File: src/rtl/asu_pkg.sv
/*
   shared constants of the async serial unit: register map, field positions,
   reset values, frame timing and state types.
   assumes: imported by every module of the unit.
*/
`default_nettype none
package asu_pkg;
   localparam int BUS_W = 32;
   localparam int DIV_W = 13;
   // byte offsets of the word registers
   localparam logic [7:0] ADDR_BAUD = 8'h00;
   localparam logic [7:0] ADDR_CTRL = 8'h04;
   localparam logic [7:0] ADDR_STAT = 8'h08;
   localparam logic [7:0] ADDR_DATA = 8'h0c;
   localparam logic [7:0] ADDR_BOTH = 8'h10;
   // control field positions
   localparam int CB_LOOP = 14;
   localparam int CB_OD   = 13;
   localparam int CB_IDT  = 12;
   localparam int CB_ODD  = 11;
   localparam int CB_PE   = 10;
   localparam int CB_WAKE = 8;
   localparam int CB_TE   = 3;
   localparam int CB_RE   = 2;
   localparam int CB_RWK  = 1;
   localparam int CB_BRK  = 0;
   // status field positions
   localparam int FB_TXE  = 8;
   localparam int FB_TXC  = 7;
   localparam int FB_RXF  = 6;
   localparam int FB_OVR  = 3;
   // reset values and masks
   localparam logic [DIV_W-1:0] BAUD_RST = 13'h0000;
   localparam logic [15:0] CTRL_RST  = 16'h0000;
   localparam logic [15:0] CTRL_MASK = 16'h7fff;
   localparam logic [8:0]  FLAG_RST  = 9'h180;
   localparam logic [8:0]  RX_MASK   = 9'h05f;
   localparam logic [8:0]  TX_MASK   = 9'h180;
   localparam logic [8:0]  HOLD_MASK = 9'h1df;
   // sixteen ticks per bit, three samples around mid bit
   localparam logic [3:0]  PH_LAST   = 4'hf;
   localparam logic [3:0]  SMP_FIRST = 4'h7;
   localparam logic [3:0]  SMP_LAST  = 4'h9;
   localparam logic [3:0]  BIT_STOP  = 4'h9;
   localparam logic [7:0]  IDLE_TICKS     = 8'ha0;
   localparam logic [7:0]  IDLE_TICKS_PAR = 8'hb0;
   localparam logic [10:0] BREAK_FRAME = 11'h000;
   localparam logic [10:0] MARK_FRAME  = 11'h7ff;
   typedef enum logic {TX_IDLE = 1'b0, TX_SHIFT = 1'b1} asu_tx_t;
   typedef enum logic {RX_IDLE = 1'b0, RX_FRAME = 1'b1} asu_rx_t;
endpackage
`default_nettype wire

File: src/rtl/asu_link_if.sv
/*
   signals between the unit's top, its rate generator and its receiver.
   assumes: instantiated once inside the top module.
*/
`default_nettype none
interface asu_link_if;
   logic [12:0] div;
   logic        tick;
   logic        line;
   logic        idle_type;
   logic        pe;
   logic        odd;
   logic        re;
   logic [7:0]  data;
   logic        load;
   logic        nerr;
   logic        ferr;
   logic        perr;
   logic        active;
   logic        idle_det;
   modport gen (input div, output tick);
   modport rxs (input tick, line, idle_type, pe, odd, re,
                output data, load, nerr, ferr, perr, active, idle_det);
   modport top (output div, line, idle_type, pe, odd, re,
                input tick, data, load, nerr, ferr, perr, active, idle_det);
endinterface
`default_nettype wire

File: src/rtl/asu_baud.sv
/*
   rate generator: one tick every two divisor clocks, sixteen ticks a bit.
   assumes: divisor held in a register of the top.
*/
`default_nettype none
module asu_baud (
   input wire logic ref_clk,
   input wire logic arst_n,
   asu_link_if.gen  lk
);
   import asu_pkg::*;
   logic [13:0] cnt_reg;
   logic        tick_reg;
   // tick period is twice the divisor
   wire logic [13:0] period_w = {lk.div, 1'b0};
   wire logic        hit_w    = cnt_reg >= period_w - 14'h0001;
   // counter stops outright on a zero divisor
   always_ff @(posedge ref_clk or negedge arst_n)
   begin
      if (!arst_n)
      begin
         cnt_reg  <= 14'h0000;
         tick_reg <= 1'b0;
      end
      else if (lk.div == BAUD_RST)
      begin
         cnt_reg  <= 14'h0000;
         tick_reg <= 1'b0;
      end
      else
      begin
         cnt_reg  <= hit_w ? 14'h0000 : cnt_reg + 14'h0001;
         tick_reg <= hit_w;
      end
   end
   assign lk.tick = tick_reg;
   a_baud_stop: assert property (@(posedge ref_clk) disable iff (!arst_n)
      (lk.div == BAUD_RST) [*2] |-> !lk.tick)
      else $error("tick while divisor zero");
   a_baud_rate: assert property (@(posedge ref_clk) disable iff (!arst_n)
      (lk.tick && lk.div == 13'h0001 && $past(lk.div) == 13'h0001) |=> !lk.tick ##1 lk.tick)
      else $error("fastest rate not two clocks a tick");
endmodule
`default_nettype wire

File: src/rtl/asu_top.sv
/*
   async serial unit: AHB-Lite register slave, transmitter, flag logic and pins;
   instantiates the rate generator and the receiver.
   assumes: one clock, inputs synchronous, a single AHB-Lite master.
*/
// Behaviour
// - zero divisor stops the rate generator
// - divisor one fastest, rate inverse to divisor
// - control resets zero, writable any time
// - loopback feeds receiver, output pin idles high
// - open drain drives low only, else push-pull
// - idle type picks when idle counting starts
// - odd select chooses parity both directions
// - break sends zero frames after current frame
// - short break gives at most one frame
// - status read then data access clears flags
// - combined word read clears receive flags only
// - flag set after status read survives
// - status word read arms all flags, combined word read arms transmit flags only
// - empty flag resets one, sets on load
// - holding data sent only after clear sequence
// - complete flag resets one, sets when drained
// - full flag and errors set together
// - active flag set on start, cleared idle
// - hardware may clear only the wakeup bit
`default_nettype none
module asu_top (
   input  wire logic                      ref_clk,
   input  wire logic                      arst_n,
   input  wire logic                      hsel,
   input  wire logic [asu_pkg::BUS_W-1:0] haddr,
   input  wire logic [1:0]                htrans,
   input  wire logic                      hwrite,
   input  wire logic [2:0]                hsize,
   input  wire logic [asu_pkg::BUS_W-1:0] hwdata,
   input  wire logic                      hready,
   output logic                           hreadyout,
   output logic                           hresp,
   output logic [asu_pkg::BUS_W-1:0]      hrdata,
   input  wire logic                      rxd_in,
   output logic                           txd_out,
   output logic                           txd_oe
);
   import asu_pkg::*;

   asu_link_if lk ();

   logic              pend_reg;
   logic              wr_reg;
   logic [7:0]        adr_reg;
   logic [31:0]       hrdata_reg;
   logic [DIV_W-1:0]  baud_reg;
   logic [15:0]       ctrl_reg;
   logic [8:0]        flag_reg;
   logic [8:0]        arm_reg;
   logic [7:0]        txh_reg;
   logic [7:0]        rxh_reg;
   asu_tx_t           tx_state_reg;
   logic [3:0]        tx_ph_reg;
   logic [3:0]        tx_bit_reg;
   logic [10:0]       tx_sh_reg;
   logic              pre_reg;
   logic              te_d_reg;
   logic              pin_out_reg;
   logic              pin_oe_reg;

   // address phase accepted; one wait state follows every transfer
   wire logic acc_w = hsel && htrans[1] && hready;

   always_ff @(posedge ref_clk or negedge arst_n)
   begin
      if (!arst_n)
      begin
         pend_reg <= 1'b0;
         wr_reg   <= 1'b0;
         adr_reg  <= 8'h00;
      end
      else
      begin
         pend_reg <= acc_w;
         if (acc_w)
         begin
            wr_reg  <= hwrite;
            adr_reg <= haddr[7:0];
         end
      end
   end

   // word decode; a byte of the status word selects the whole word
   wire logic sel_baud_w = pend_reg && adr_reg[7:2] == ADDR_BAUD[7:2];
   wire logic sel_ctrl_w = pend_reg && adr_reg[7:2] == ADDR_CTRL[7:2];
   wire logic sel_stat_w = pend_reg && adr_reg[7:2] == ADDR_STAT[7:2];
   wire logic sel_data_w = pend_reg && adr_reg[7:2] == ADDR_DATA[7:2];
   wire logic sel_both_w = pend_reg && adr_reg[7:2] == ADDR_BOTH[7:2];
   wire logic wr_baud_w  = sel_baud_w && wr_reg;
   wire logic wr_ctrl_w  = sel_ctrl_w && wr_reg;
   wire logic rd_stat_w  = sel_stat_w && !wr_reg;
   wire logic rd_data_w  = sel_data_w && !wr_reg;
   wire logic wr_data_w  = sel_data_w && wr_reg;
   wire logic rd_both_w  = sel_both_w && !wr_reg;

   // status word as software sees it
   wire logic [15:0] stat_w = {7'h00, flag_reg};

   // read selection; unmapped words read zero
   wire logic [31:0] rd_mux_w =
      sel_baud_w ? {19'h00000, baud_reg} :
      sel_ctrl_w ? {16'h0000, ctrl_reg} :
      sel_stat_w ? {16'h0000, stat_w} :
      sel_data_w ? {24'h000000, rxh_reg} :
      sel_both_w ? {stat_w, 8'h00, rxh_reg} : 32'h00000000;

   // read data registered at the end of the wait state
   always_ff @(posedge ref_clk or negedge arst_n)
   begin
      if (!arst_n)
         hrdata_reg <= 32'h00000000;
      else if (pend_reg && !wr_reg)
         hrdata_reg <= rd_mux_w;
   end

   assign hreadyout = ~pend_reg;
   assign hresp     = 1'b0;
   assign hrdata    = hrdata_reg;

   // divisor register
   always_ff @(posedge ref_clk or negedge arst_n)
   begin
      if (!arst_n)
         baud_reg <= BAUD_RST;
      else if (wr_baud_w)
         baud_reg <= hwdata[DIV_W-1:0];
   end

   // hardware touches only the wakeup bit, on idle line wakeup
   wire logic rwu_clr_w = lk.idle_det && !ctrl_reg[CB_WAKE];

   // control register, writable at any moment
   always_ff @(posedge ref_clk or negedge arst_n)
   begin
      if (!arst_n)
         ctrl_reg <= CTRL_RST;
      else if (wr_ctrl_w)
         ctrl_reg <= hwdata[15:0] & CTRL_MASK;
      else if (rwu_clr_w)
         ctrl_reg[CB_RWK] <= 1'b0;
   end

   // clear sequence: data access clears only what the status read saw
   wire logic [8:0] clr_w =
      rd_data_w ? (arm_reg & RX_MASK) :
      wr_data_w ? (arm_reg & TX_MASK) :
      rd_both_w ? (flag_reg & RX_MASK) : 9'h000;
   wire logic full_busy_w = flag_reg[FB_RXF] && !clr_w[FB_RXF];
   wire logic rx_take_w   = lk.load && !ctrl_reg[CB_RWK];
   wire logic load_ok_w   = rx_take_w && !full_busy_w;

   // transmitter decisions; break first, then preamble, then data
   wire logic        te_w        = ctrl_reg[CB_TE];
   wire logic [3:0]  tx_last_w   = BIT_STOP + {3'h0, ctrl_reg[CB_PE]};
   wire logic        par_bit_w   = (^txh_reg) ^ ctrl_reg[CB_ODD];
   wire logic [10:0] data_frame_w = {1'b1, ctrl_reg[CB_PE] ? par_bit_w : 1'b1, txh_reg, 1'b0};
   wire logic        tx_free_w   = tx_state_reg == TX_IDLE && te_w;
   wire logic        brk_go_w    = tx_free_w && ctrl_reg[CB_BRK];
   wire logic        pre_go_w    = tx_free_w && !ctrl_reg[CB_BRK] && pre_reg;
   wire logic        tx_load_w   = tx_free_w && !ctrl_reg[CB_BRK] && !pre_reg && !flag_reg[FB_TXE];
   wire logic        tx_step_w   = tx_state_reg == TX_SHIFT && lk.tick && tx_ph_reg == PH_LAST;
   wire logic        tx_done_w   = tx_step_w && tx_bit_reg == tx_last_w;
   wire logic        txc_set_w   = tx_done_w && !ctrl_reg[CB_BRK] && !pre_reg
                                   && flag_reg[FB_TXE] && !clr_w[FB_TXE];
   // between back-to-back breaks the shifter still holds a zero, so the line never blips high
   wire logic        tx_line_w   = (tx_state_reg == TX_SHIFT || brk_go_w) ? tx_sh_reg[0] : 1'b1;

   // flag sets; a set wins over a clear in the same cycle
   wire logic [8:0] set_w = {tx_load_w, txc_set_w, load_ok_w, lk.active, lk.idle_det,
                             rx_take_w && full_busy_w, load_ok_w && lk.nerr,
                             load_ok_w && lk.ferr, load_ok_w && lk.perr};
   wire logic [8:0] flag_next = (flag_reg & ~clr_w & HOLD_MASK) | set_w;

   always_ff @(posedge ref_clk or negedge arst_n)
   begin
      if (!arst_n)
         flag_reg <= FLAG_RST;
      else
         flag_reg <= flag_next;
   end

   // arming snapshot; flags set later are not in it
   always_ff @(posedge ref_clk or negedge arst_n)
   begin
      if (!arst_n)
         arm_reg <= 9'h000;
      else if (rd_stat_w)
         arm_reg <= flag_reg;
      else if (rd_both_w)
         arm_reg <= flag_reg & ~RX_MASK;
      else if (rd_data_w)
         arm_reg <= arm_reg & ~RX_MASK;
      else if (wr_data_w)
         arm_reg <= arm_reg & ~TX_MASK;
   end

   // holding registers; a write while not empty overwrites
   always_ff @(posedge ref_clk or negedge arst_n)
   begin
      if (!arst_n)
      begin
         txh_reg <= 8'h00;
         rxh_reg <= 8'h00;
      end
      else
      begin
         if (wr_data_w)
            txh_reg <= hwdata[7:0];
         if (load_ok_w)
            rxh_reg <= lk.data;
      end
   end

   // preamble queued when the transmitter is enabled
   always_ff @(posedge ref_clk or negedge arst_n)
   begin
      if (!arst_n)
      begin
         te_d_reg <= 1'b0;
         pre_reg  <= 1'b0;
      end
      else
      begin
         te_d_reg <= te_w;
         if (te_w && !te_d_reg)
            pre_reg <= 1'b1;
         else if (pre_go_w)
            pre_reg <= 1'b0;
      end
   end

   // transmit shifter; a running frame always completes
   always_ff @(posedge ref_clk or negedge arst_n)
   begin
      if (!arst_n)
      begin
         tx_state_reg <= TX_IDLE;
         tx_ph_reg    <= 4'h0;
         tx_bit_reg   <= 4'h0;
         tx_sh_reg    <= MARK_FRAME;
      end
      else if (brk_go_w || pre_go_w || tx_load_w)
      begin
         tx_state_reg <= TX_SHIFT;
         tx_ph_reg    <= 4'h0;
         tx_bit_reg   <= 4'h0;
         tx_sh_reg    <= brk_go_w ? BREAK_FRAME : (pre_go_w ? MARK_FRAME : data_frame_w);
      end
      else if (tx_state_reg == TX_SHIFT && lk.tick)
      begin
         tx_ph_reg <= tx_ph_reg + 4'h1;
         if (tx_done_w)
            tx_state_reg <= TX_IDLE;
         else if (tx_step_w)
         begin
            tx_bit_reg <= tx_bit_reg + 4'h1;
            tx_sh_reg  <= {1'b1, tx_sh_reg[10:1]};
         end
      end
   end

   // pin: loopback holds it idle, open drain only pulls low
   wire logic pin_line_w = ctrl_reg[CB_LOOP] ? 1'b1 : tx_line_w;

   always_ff @(posedge ref_clk or negedge arst_n)
   begin
      if (!arst_n)
      begin
         pin_out_reg <= 1'b1;
         pin_oe_reg  <= 1'b0;
      end
      else
      begin
         pin_out_reg <= ctrl_reg[CB_OD] ? 1'b0 : pin_line_w;
         pin_oe_reg  <= te_w && (!ctrl_reg[CB_OD] || !pin_line_w);
      end
   end

   assign txd_out = pin_out_reg;
   assign txd_oe  = pin_oe_reg;

   // link to the rate generator and receiver
   assign lk.div       = baud_reg;
   assign lk.line      = ctrl_reg[CB_LOOP] ? tx_line_w : rxd_in;
   assign lk.idle_type = ctrl_reg[CB_IDT];
   assign lk.pe        = ctrl_reg[CB_PE];
   assign lk.odd       = ctrl_reg[CB_ODD];
   assign lk.re        = ctrl_reg[CB_RE];

   asu_baud u_baud (
      .ref_clk (ref_clk),
      .arst_n  (arst_n),
      .lk      (lk)
   );

   asu_rx u_rx (
      .ref_clk (ref_clk),
      .arst_n  (arst_n),
      .lk      (lk)
   );

   a_ctrl_write: assert property (@(posedge ref_clk) disable iff (!arst_n)
      wr_ctrl_w |=> ctrl_reg == ($past(hwdata[15:0]) & CTRL_MASK))
      else $error("control write not stored");
   a_loop_idle: assert property (@(posedge ref_clk) disable iff (!arst_n)
      $past(ctrl_reg[CB_LOOP]) |-> (txd_out || !txd_oe))
      else $error("pin not idle in loopback");
   a_open_drain: assert property (@(posedge ref_clk) disable iff (!arst_n)
      $past(ctrl_reg[CB_OD]) |-> !txd_out && (txd_oe == $past(te_w && !pin_line_w)))
      else $error("open drain pin drove high");
   a_break_zero: assert property (@(posedge ref_clk) disable iff (!arst_n)
      brk_go_w |=> (!tx_line_w) [*8])
      else $error("break frame not low");
   a_clear_rx: assert property (@(posedge ref_clk) disable iff (!arst_n)
      (rd_data_w && arm_reg[FB_RXF] && !lk.load) |=> !flag_reg[FB_RXF])
      else $error("armed full flag not cleared");
   a_both_keep: assert property (@(posedge ref_clk) disable iff (!arst_n)
      (rd_both_w && flag_reg[FB_TXE] && flag_reg[FB_TXC]) |=> flag_reg[FB_TXE] && flag_reg[FB_TXC])
      else $error("combined read cleared transmit flags");
   a_late_flag: assert property (@(posedge ref_clk) disable iff (!arst_n)
      (rd_data_w && !arm_reg[FB_RXF] && flag_reg[FB_RXF]) |=> flag_reg[FB_RXF])
      else $error("unarmed flag cleared");
   a_empty_load: assert property (@(posedge ref_clk) disable iff (!arst_n)
      tx_load_w |=> flag_reg[FB_TXE] && tx_state_reg == TX_SHIFT && tx_sh_reg[8:1] == $past(txh_reg))
      else $error("empty flag not set on load");
   a_hold_unarmed: assert property (@(posedge ref_clk) disable iff (!arst_n)
      (tx_free_w && flag_reg[FB_TXE] && !ctrl_reg[CB_BRK] && !pre_reg) |=> tx_state_reg == TX_IDLE)
      else $error("sent data without clear sequence");
   a_done_flag: assert property (@(posedge ref_clk) disable iff (!arst_n)
      txc_set_w |=> flag_reg[FB_TXC] && tx_state_reg == TX_IDLE)
      else $error("complete flag not set when drained");
   a_rx_flags: assert property (@(posedge ref_clk) disable iff (!arst_n)
      (load_ok_w && lk.ferr) |=> flag_reg[FB_RXF] && flag_reg[1] && rxh_reg == $past(lk.data))
      else $error("full and error flags not together");
endmodule
`default_nettype wire

File: src/rtl/asu_rx.sv
/*
   receiver: start detect, majority sampling, parity check, idle detect.
   assumes: ticks at sixteen per bit, line synchronous to the clock.
*/
`default_nettype none
module asu_rx (
   input wire logic ref_clk,
   input wire logic arst_n,
   asu_link_if.rxs  lk
);
   import asu_pkg::*;
   asu_rx_t    state_reg;
   logic [3:0] ph_reg;
   logic [3:0] bit_reg;
   logic [1:0] smp_reg;
   logic [7:0] sh_reg;
   logic [7:0] data_reg;
   logic [7:0] idle_reg;
   logic       par_reg;
   logic       noise_reg;
   logic       load_reg;
   logic       nerr_reg;
   logic       ferr_reg;
   logic       perr_reg;
   logic       act_reg;
   logic       idet_reg;
   // majority vote and sample timing
   wire logic maj_w   = (smp_reg[1] & smp_reg[0]) | (smp_reg[1] & lk.line) | (smp_reg[0] & lk.line);
   wire logic noisy_w = ~(smp_reg[1] & smp_reg[0] & lk.line) & (smp_reg[1] | smp_reg[0] | lk.line);
   wire logic mid_w   = lk.tick && state_reg == RX_FRAME && ph_reg == SMP_LAST;
   wire logic [3:0] stop_w = BIT_STOP + {3'h0, lk.pe};
   wire logic is_stop_w = mid_w && bit_reg == stop_w;
   wire logic is_par_w  = mid_w && lk.pe && bit_reg == BIT_STOP;
   wire logic false_w   = mid_w && bit_reg == 4'h0 && maj_w;
   wire logic start_w   = lk.re && lk.tick && state_reg == RX_IDLE && !lk.line;
   // idle counting: short type counts from any one, long only after stop
   wire logic [7:0] lim_w = lk.pe ? IDLE_TICKS_PAR : IDLE_TICKS;
   wire logic cnt_en_w    = lk.tick && lk.line && (!lk.idle_type || state_reg == RX_IDLE);
   wire logic idle_hit_w  = cnt_en_w && idle_reg == lim_w - 8'h01 && act_reg;
   always_ff @(posedge ref_clk or negedge arst_n)
   begin
      if (!arst_n)
         idle_reg <= 8'h00;
      else if ((lk.tick && !lk.line) || (lk.idle_type && state_reg == RX_FRAME))
         idle_reg <= 8'h00;
      else if (cnt_en_w && idle_reg != lim_w)
         idle_reg <= idle_reg + 8'h01;
   end
   // frame sequencer
   always_ff @(posedge ref_clk or negedge arst_n)
   begin
      if (!arst_n)
      begin
         state_reg <= RX_IDLE;
         ph_reg    <= 4'h0;
         bit_reg   <= 4'h0;
         smp_reg   <= 2'h0;
         sh_reg    <= 8'h00;
         par_reg   <= 1'b0;
         noise_reg <= 1'b0;
      end
      else if (!lk.re)
         state_reg <= RX_IDLE;
      else if (start_w)
      begin
         state_reg <= RX_FRAME;
         ph_reg    <= 4'h0;
         bit_reg   <= 4'h0;
         par_reg   <= 1'b0;
         noise_reg <= 1'b0;
      end
      else if (lk.tick && state_reg == RX_FRAME)
      begin
         ph_reg <= ph_reg + 4'h1;
         if (ph_reg == SMP_FIRST || ph_reg == SMP_FIRST + 4'h1)
            smp_reg <= {smp_reg[0], lk.line};
         if (mid_w)
         begin
            noise_reg <= noise_reg | noisy_w;
            if (bit_reg != 4'h0 && !is_stop_w)
            begin
               par_reg <= par_reg ^ maj_w;
               if (!is_par_w)
                  sh_reg <= {maj_w, sh_reg[7:1]};
            end
         end
         if (false_w || is_stop_w)
            state_reg <= RX_IDLE;
         if (ph_reg == PH_LAST)
            bit_reg <= bit_reg + 4'h1;
      end
   end
   // word and its error bits leave together
   always_ff @(posedge ref_clk or negedge arst_n)
   begin
      if (!arst_n)
      begin
         load_reg <= 1'b0;
         data_reg <= 8'h00;
         nerr_reg <= 1'b0;
         ferr_reg <= 1'b0;
         perr_reg <= 1'b0;
         act_reg  <= 1'b0;
         idet_reg <= 1'b0;
      end
      else
      begin
         load_reg <= is_stop_w;
         idet_reg <= idle_hit_w;
         act_reg  <= start_w | (act_reg & ~idle_hit_w);
         if (is_stop_w)
         begin
            data_reg <= sh_reg;
            nerr_reg <= noise_reg | noisy_w;
            ferr_reg <= !maj_w;
            perr_reg <= lk.pe && (par_reg != lk.odd);
         end
      end
   end
   assign lk.data     = data_reg;
   assign lk.load     = load_reg;
   assign lk.nerr     = nerr_reg;
   assign lk.ferr     = ferr_reg;
   assign lk.perr     = perr_reg;
   assign lk.active   = act_reg;
   assign lk.idle_det = idet_reg;
   a_raf_idle: assert property (@(posedge ref_clk) disable iff (!arst_n)
      (start_w |=> lk.active) and (lk.idle_det |-> !lk.active))
      else $error("active flag wrong at start or idle");
endmodule
`default_nettype wire

File: config.mk
export PLATFORM = sky130hd
export DESIGN_NAME = asu_top
export DESIGN_NICKNAME = d
export VERILOG_FILES = /design/src/rtl/asu_pkg.sv /design/src/rtl/asu_link_if.sv /design/src/rtl/asu_baud.sv /design/src/rtl/asu_top.sv /design/src/rtl/asu_rx.sv
export SDC_FILE = /design/constraint.sdc
export NUM_CORES = 1
export LEC_CHECK = 0
export BUFFER_PORTS_ARGS = -buffer_cell sky130_fd_sc_hd__buf_4
export CAP_MARGIN = 20
export CORE_AREA = 5 5 195 197
export CTS_BUF_LIST = sky130_fd_sc_hd__clkbuf_4 sky130_fd_sc_hd__clkbuf_8 sky130_fd_sc_hd__clkbuf_16
export DETAILED_ROUTE_END_ITERATION = 10
export DIE_AREA = 0 0 200 202
export GPL_TIMING_DRIVEN = 0
export PLACE_DENSITY = 0.52
export RECOVER_POWER = 50
export SETUP_SLACK_MARGIN = 0.3
export SLEW_MARGIN = 20
export SYNTH_ARGS = -nofsm -noshare
export SYNTH_HDL_FRONTEND = slang
export SYNTH_HIERARCHICAL = 1
export SYNTH_SLANG_ARGS = --single-unit
File: constraint.sdc
create_clock -name ref_clk -period 2.66 [get_ports ref_clk]
set_input_delay 0.266 -clock ref_clk [delete_from_list [all_inputs] [get_ports ref_clk]]
set_output_delay 0.266 -clock ref_clk [all_outputs]
set_load 0.1 [all_outputs]
==> flow_metrics.env, run 1 <==
export IMPL_status="finished with violations"
export IMPL_violations="capacitance limit, slew limit"
export IMPL_fin_hold_ws_ns=0.0635
export IMPL_wirelength_mm=21.7
export IMPL_slowest_stage="dfrtp_2"
export IMPL_post_drt_via_cell_ratio=4.48
export IMPL_rsz0062_at_grt="true"
export IMPL_cts_made_buffers=17
export IMPL_synth_edff_count=0
export IMPL_synth_xor_area_share_pct=4.51
export IMPL_hold_class="input pin to flip-flop"
export IMPL_synthSimpleGateAreaFrac_pct=17.7
export IMPL_r2r_start="baud_reg[4]$_DFFE_PN0P_"
export IMPL_async_reset_ff_share_pct=100
export IMPL_routed_via_count=6226
export IMPL_antenna_cells=0
export IMPL_fillers=3807
export IMPL_root_buffer="clkbuf_16"
export IMPL_crit_type="flip-flop to flip-flop"
export IMPL_end_kind="flip-flop"
export IMPL_tns_ns=0
export IMPL_portBuffers=54
export IMPL_crit_start="baud_reg[4]$_DFFE_PN0P_"
export IMPL_area_growth_syn_to_layout_pct=20.9
export IMPL_setup_ws_ns=0.0845
export IMPL_start_util_pct=24.5
export IMPL_multi_input_area_mm2=0.00424
export IMPL_cp_start_kind="flip-flop"
export IMPL_clkTransAtPathRegs_ns=0.07
export IMPL_route_detailed_drc=0
export IMPL_drt_initial_drc_count=268
export IMPL_path_buf_inv=2
export IMPL_postPlaceCellArea_mm2=0.00992
export IMPL_rows=70
export IMPL_synth_top_family_by_area="simple AND/OR/NAND/NOR gates"
export IMPL_ant_nets=0
export IMPL_seq_area_frac_synth_pct=49.7
export IMPL_nNetsFinal=1010
export IMPL_place_gp_congestion=0.753
export IMPL_grt_max_degree=100
export IMPL_ios=111
export IMPL_dieWidth_um=200
export IMPL_coreArea_mm2=0.0361
export IMPL_crit_path_max_incr_delay_ns=0.42
export IMPL_rr_endpoint="u_baud/cnt_reg[0]$_DFF_PN0_"
export IMPL_globalRouteOverflowTotal=0
export IMPL_pre_cts_ws_ns=-0.140
export IMPL_synth_compound_area_share_pct=9.87
export IMPL_largest_register_ffs=24
export IMPL_fin_util_pct=29.7
export IMPL_hold_violations=0
export IMPL_layout_common_cells="155 x dfrtp_1, 66 x nand2_1, 61 x o21ai_0"
export IMPL_ys_warn_count=6
export IMPL_slew_headroom_pct=-23.5
export IMPL_crit_path_max_fanout=10
export IMPL_required_ns=2.98
export IMPL_maxCapViolCount=1
export IMPL_period_needed_ns=2.58
export IMPL_grt_total_usage_pct=11.0
export IMPL_drive_gt1_share_pct=27.0
export IMPL_die_area_mm2=0.0404
export IMPL_synth_distinct_cells=80
export IMPL_period_share_pct=96.8
export IMPL_crit_family="simple AND/OR/NAND/NOR gates"
export IMPL_reg2reg_depth=10
export IMPL_seq_area_mm2=0.00440
export IMPL_grt_pass1_vias=6204
export IMPL_clock_latency_ns=0.44
export IMPL_crit_arrival_ns=2.90
export IMPL_synth_top_flop_cell="dfrtp_1"
export IMPL_power_mw=7.47
export IMPL_max_freq_ghz=0.388
export IMPL_place_inst=1339
export IMPL_rrSetupSlack_ns=0.08
export IMPL_path_cells="nor4_4, and4bb_4, nand2_2, xor2_1, ha_1, nand4_1, buf_4, o211ai_4, buf_8, nor3_1"
export IMPL_synth_area_mux_share_pct=10.4
export IMPL_drv_slew=77
export IMPL_final_common_cell="dfrtp_1"
export IMPL_clock_path_buffers=2
export IMPL_cp_depth=10
export IMPL_die_y_um=202
export IMPL_htreeDepth=4
export IMPL_instances_no_fill=1391
export IMPL_grt_pass1_wl_mm=34.9
export IMPL_cp_endpoint="u_baud/cnt_reg[0]$_DFF_PN0_"
export IMPL_setup_viol=0
export IMPL_final_area_mm2=0.0107
export IMPL_synth_area_mm2=0.00885
export IMPL_synth_fa_ha_area_share_pct=3.65
export IMPL_synth_avg_cell_area_um2=11.0
export IMPL_total_leakage_power_nw=4.65
export IMPL_tightest_slew_ns=1.85
export IMPL_dpl_hpwl_mm=15.9
export IMPL_vdd_drop_max_mv=0.585
export IMPL_ys_ff_latch=175
export IMPL_cts_tree="done"
export IMPL_netlist_instances=808
export IMPL_clkSinkCount=175
export IMPL_wl_per_cell_um=15.6
export IMPL_antenna_found_initial=1
export IMPL_drt_first_pass_iters=4
export IMPL_fin_skew_ns=0.0116
export IMPL_powerDensity_mw_per_mm2=698
## Yosys cell counts (all sizes together), types with 3 or more instances
master	instances	area share (%)
buf	25	2.3
nor4b	3	0.71
nand3b	7	0.59
mux2i	8	0.91
a21o	3	0.25
or3	5	0.41
nand4	10	0.71
nand3	23	1.4
nand2	71	3.2
a32oi	9	0.89
nor2	62	2.9
dfrtp	161	46
clkbuf	11	0.47
nor2b	4	0.28
mux2	69	9.5
xnor2	30	3.0
ha	25	3.5
inv	33	1.4
nand2b	10	0.74
nor4	11	1.4
dfstp	14	4.2
nor3b	11	0.99
and2b	3	0.27
and2	4	0.31
a22oi	4	0.34
o21a	5	0.42
nor3	32	1.9
o21ai	62	3.5
a22o	8	0.79
xor2	13	1.3
a21oi	38	2.2
and3b	3	0.31
## routing by layer
metal / track usage [%] / part of all wire [%]
met5: 0 / 0.032
met4: 3.25 / 1.5
met3: 2.42 / 4.3
met2: 17.6 / 47
met1: 14.8 / 47
## worst register-to-register path, delay by kind of cell, from the launching register on
family | cells | cell delay, ns
xor+xnor | 1 | 0.15
flops | 1 | 0.42
simple gates | 5 | 0.93
compound gates | 1 | 0.24
fa+ha+maj | 1 | 0.32
buf+inv | 2 | 0.39
## worst min path at each step
stage	from	end	depth (start not counted)
final	haddr[6]	adr_reg[6]$_DFFE_PN0P_	2
after global routing	haddr[7]	adr_reg[7]$_DFFE_PN0P_	2
after CTS	haddr[6]	adr_reg[6]$_DFFE_PN0P_	2
after detailed placement	arst_n	txd_oe$_DFF_PN0_	1
after global placement	ctrl_reg[3]$_DFFE_PN0P_	te_d_reg$_DFF_PN0_	0
after floorplan	arst_n	adr_reg[2]$_DFFE_PN0P_	0
## repair_timing
action | 4_1_cts | 5_1_grt
cloned | 1 | 0
pin swaps | 15 | 10
hold buffers | 1 | 0
buffers inserted | 11 | 7
gates resized for setup | 25 | 16
endpoints found under the setup margin | 26 | 28
hold endpoints to repair | 64 | 0
## cell type report
cell class,instances,area share [%]
Sequential cell,175,41.2
Multi-Input combinational cell,572,39.7
Tap cell,468,5.47
Timing Repair Buffer,75,4.61
Clock buffer,19,4.23
Buffer,36,2.30
Clock inverter,13,1.40
Inverter,33,1.16
## cells by family (layout without fill, tap and decap cells)
| kind of cell | Yosys count | after routing |
|---|---|---|
| adder cells (fa/ha/maj) | 26 | 26 |
| XOR/XNOR | 44 | 44 |
| buffers and inverters | 69 | 176 |
| flip-flops | 175 | 175 |
| multiplexers | 77 | 77 |
| AND/OR/NAND/NOR | 273 | 273 |
| other | 1 | 9 |
| AO/OA/AOI/OAI | 143 | 143 |
## report_power, final
| part | switching [mW] | internal, mW |
|---|---|---|
| sequential | 0.340 | 3.00 |
| clock | 1.13 | 1.45 |
| combinational | 0.911 | 0.632 |
| total | 2.38 | 5.09 |
Note: power is estimated with default switching activity, not from simulation.
==> run 2, diff against run 1 <==
Settings changed: CORE_AREA 5 5 195 197 to 2 2 192 194, DIE_AREA 0 0 200 202 to 0 0 194 196.
==> run 2 against run 1 <==
  * The flow finishes with violations (setup timing)
  * Hold slack got worse by 0.0045 ns
  * Maximum frequency fell by 3.3%
  * Via count fell by 0.92%
  * Wire length fell by 0.27%
  * Clock skew rose by 0.0027 ns
  * Register-to-register slack got worse by 0.09 ns
  * Die area fell by 5.9%
  * Clock power fell by 8.1%
  * Cell area fell by 0.54%
  * Critical path depth rose by 1
  * Largest power group unchanged
==> flow_metrics.env, run 2 (same netlist as run 1, synthesis figures left out) <==
export IMPL_layout_common_cells="155 x dfrtp_1, 75 x buf_4, 67 x nand2_1"
export IMPL_end_kind="flip-flop"
export IMPL_total_leakage_power_nw=4.70
export IMPL_cts_made_buffers=17
export IMPL_drt_initial_drc_count=241
export IMPL_grt_max_degree=92
export IMPL_drive_gt1_share_pct=28.1
export IMPL_ant_nets=0
export IMPL_clock_path_buffers=2
export IMPL_hold_class="input pin to flip-flop"
export IMPL_seqPwrFrac_pct=46.2
export IMPL_crit_path_max_fanout=10
export IMPL_crit_arrival_ns=2.99
export IMPL_antenna_cells=0
export IMPL_cp_start_kind="flip-flop"
export IMPL_crit_type="flip-flop to flip-flop"
export IMPL_switching_share_pct=32.0
export IMPL_rows=70
export IMPL_violations="setup timing"
export IMPL_wl_per_cell_um=15.5
export IMPL_wl_met2_mm=10.2
export IMPL_die_y_um=196
export IMPL_cts_tree="done"
export IMPL_setup_ws_ns=-0.00227
export IMPL_top_layer_used="met4"
export IMPL_dieWidth_um=194
export IMPL_p_int_mw=4.93
export IMPL_drt_first_pass_iters=4
export IMPL_rsz0062_at_grt="true"
export IMPL_coreArea_mm2=0.0361
export IMPL_wirelength_mm=21.6
export IMPL_maxCapViolCount=0
export IMPL_antenna_found_initial=0
export IMPL_place_gp_congestion=0.752
export IMPL_start_util_pct=24.5
export IMPL_globalRouteOverflowTotal=0
export IMPL_die_area_mm2=0.0380
export IMPL_ios=111
export IMPL_grt_pass1_wl_mm=34.9
export IMPL_dpl_hpwl_mm=15.7
export IMPL_nNetsFinal=1009
export IMPL_portBuffers=54
export IMPL_p_sw_mw=2.31
export IMPL_fin_skew_ns=0.0143
export IMPL_route_detailed_drc=0
export IMPL_route_met3_wl_um=656
export IMPL_hold_violations=0
export IMPL_required_ns=2.98
export IMPL_p_clk_share_pct=32.7
export IMPL_drv_slew=0
export IMPL_wl_met1_mm=10.5
export IMPL_vdd_drop_max_mv=0.396
export IMPL_grt_pass1_vias=6245
export IMPL_clkSinkCount=175
export IMPL_grt_total_usage_pct=11.7
export IMPL_routed_via_count=6169
export IMPL_clock_latency_ns=0.44
export IMPL_root_buffer="clkbuf_16"
export IMPL_fin_hold_ws_ns=0.0589
export IMPL_final_common_cell="dfrtp_1"
export IMPL_power_frac_comb_pct=21.1
export IMPL_largest_register_ffs=24
export IMPL_post_drt_via_cell_ratio=4.44
export IMPL_fillers=3767
export IMPL_area_growth_syn_to_layout_pct=20.3
export IMPL_power_mw=7.24
export IMPL_status="finished with violations"
export IMPL_setup_viol=1
export IMPL_period_share_pct=100
export IMPL_tightest_slew_ns=1.27
export IMPL_powerDensity_mw_per_mm2=680
export IMPL_tns_ns=-0.00227
export IMPL_max_freq_ghz=0.376
export IMPL_clkTransAtPathRegs_ns=0.07
export IMPL_period_needed_ns=2.66
export IMPL_slew_headroom_pct=15.4
export IMPL_htreeDepth=4
==> run 2: per-stage QoR <==
step                      setup slack [ns]  std cells  util, %  instance area, um^2
after global routing                -0.141       1390     29.5                10600
after global placement              -0.111       1338     27.4                 9880
final                             -0.00227       1390     29.5                10600
after detailed placement            -0.165       1340     27.6                 9940
after floorplan                      0.262        816        -                 8890
after CTS                           0.0616       1387     29.6                10700
==> run 2: final cells by class <==
| cell class | instances | area (um^2) | share of cell area [%] |
|---|---|---|---|
| Sequential cell | 175 | 4400 | 41.4 |
| Multi-Input combinational cell | 572 | 4180 | 39.3 |
| Tap cell | 468 | 586 | 5.50 |
| Timing Repair Buffer | 74 | 543 | 5.10 |
| Clock buffer | 22 | 475 | 4.47 |
| Buffer | 36 | 251 | 2.36 |
| Inverter | 33 | 124 | 1.16 |
| Clock inverter | 10 | 81.3 | 0.764 |
==> run 2: final timing paths <==
path / start / endpoint / slack (ns) / depth (start not counted)
worst min-delay path: haddr[5] / adr_reg[5]$_DFFE_PN0P_ / 0.06 / 2
worst max register to register: baud_reg[5]$_DFFE_PN0P_ / u_baud/cnt_reg[4]$_DFF_PN0_ / -0.002 / 11
min in group asynchronous: arst_n / txd_oe$_DFF_PN0_ / 0.15 / 2
worst min register to register: ctrl_reg[3]$_DFFE_PN0P_ / te_d_reg$_DFF_PN0_ / 0.38 / 0
max in group asynchronous: arst_n / baud_reg[2]$_DFFE_PN0P_ / 0.37 / 4
worst max-delay path: baud_reg[5]$_DFFE_PN0P_ / u_baud/cnt_reg[4]$_DFF_PN0_ / -0.002 / 11
==> run 2: layer usage <==
layer / vias to the layer above / global-route usage, %
met1: 3029 / 15.6
li1: 3043 / -
met5: - / 0
met3: 15 / 2.54
met4: 0 / 3.14
met2: 82 / 19.1
==> run 2: critical path, stage by stage (launching register included) <==
cell and delay [ns]:
dfrtp_2 0.43, nor4_4 0.33, buf_4 0.17, and4bb_4 0.24, nand2_2 0.05, xor2_1 0.15, ha_1 0.32, nand4_1 0.18
buf_4 0.20, o211ai_4 0.22, buf_6 0.19, nor3_1 0.06
==> run 2: power groups by stage <==
stage	combinational, mW	sequential, mW	clock (mW)
2_1_floorplan	0.957	3.46	0
3_3_place_gp	1.44	3.40	0
3_5_place_dp	1.47	3.40	0
4_1_cts	1.54	3.35	2.47
5_1_grt	1.71	3.39	2.57
6_report	1.53	3.34	2.37
==> run 2: repair_timing <==
action | in CTS | in global routing
gates resized for setup | 18 | 10
cloned | 1 | 0
setup buffers | 13 | 3
setup endpoints to repair | 26 | 24
pin swaps | 8 | 7
hold buffers | 1 | 0
endpoints found under the hold margin | 79 | 0
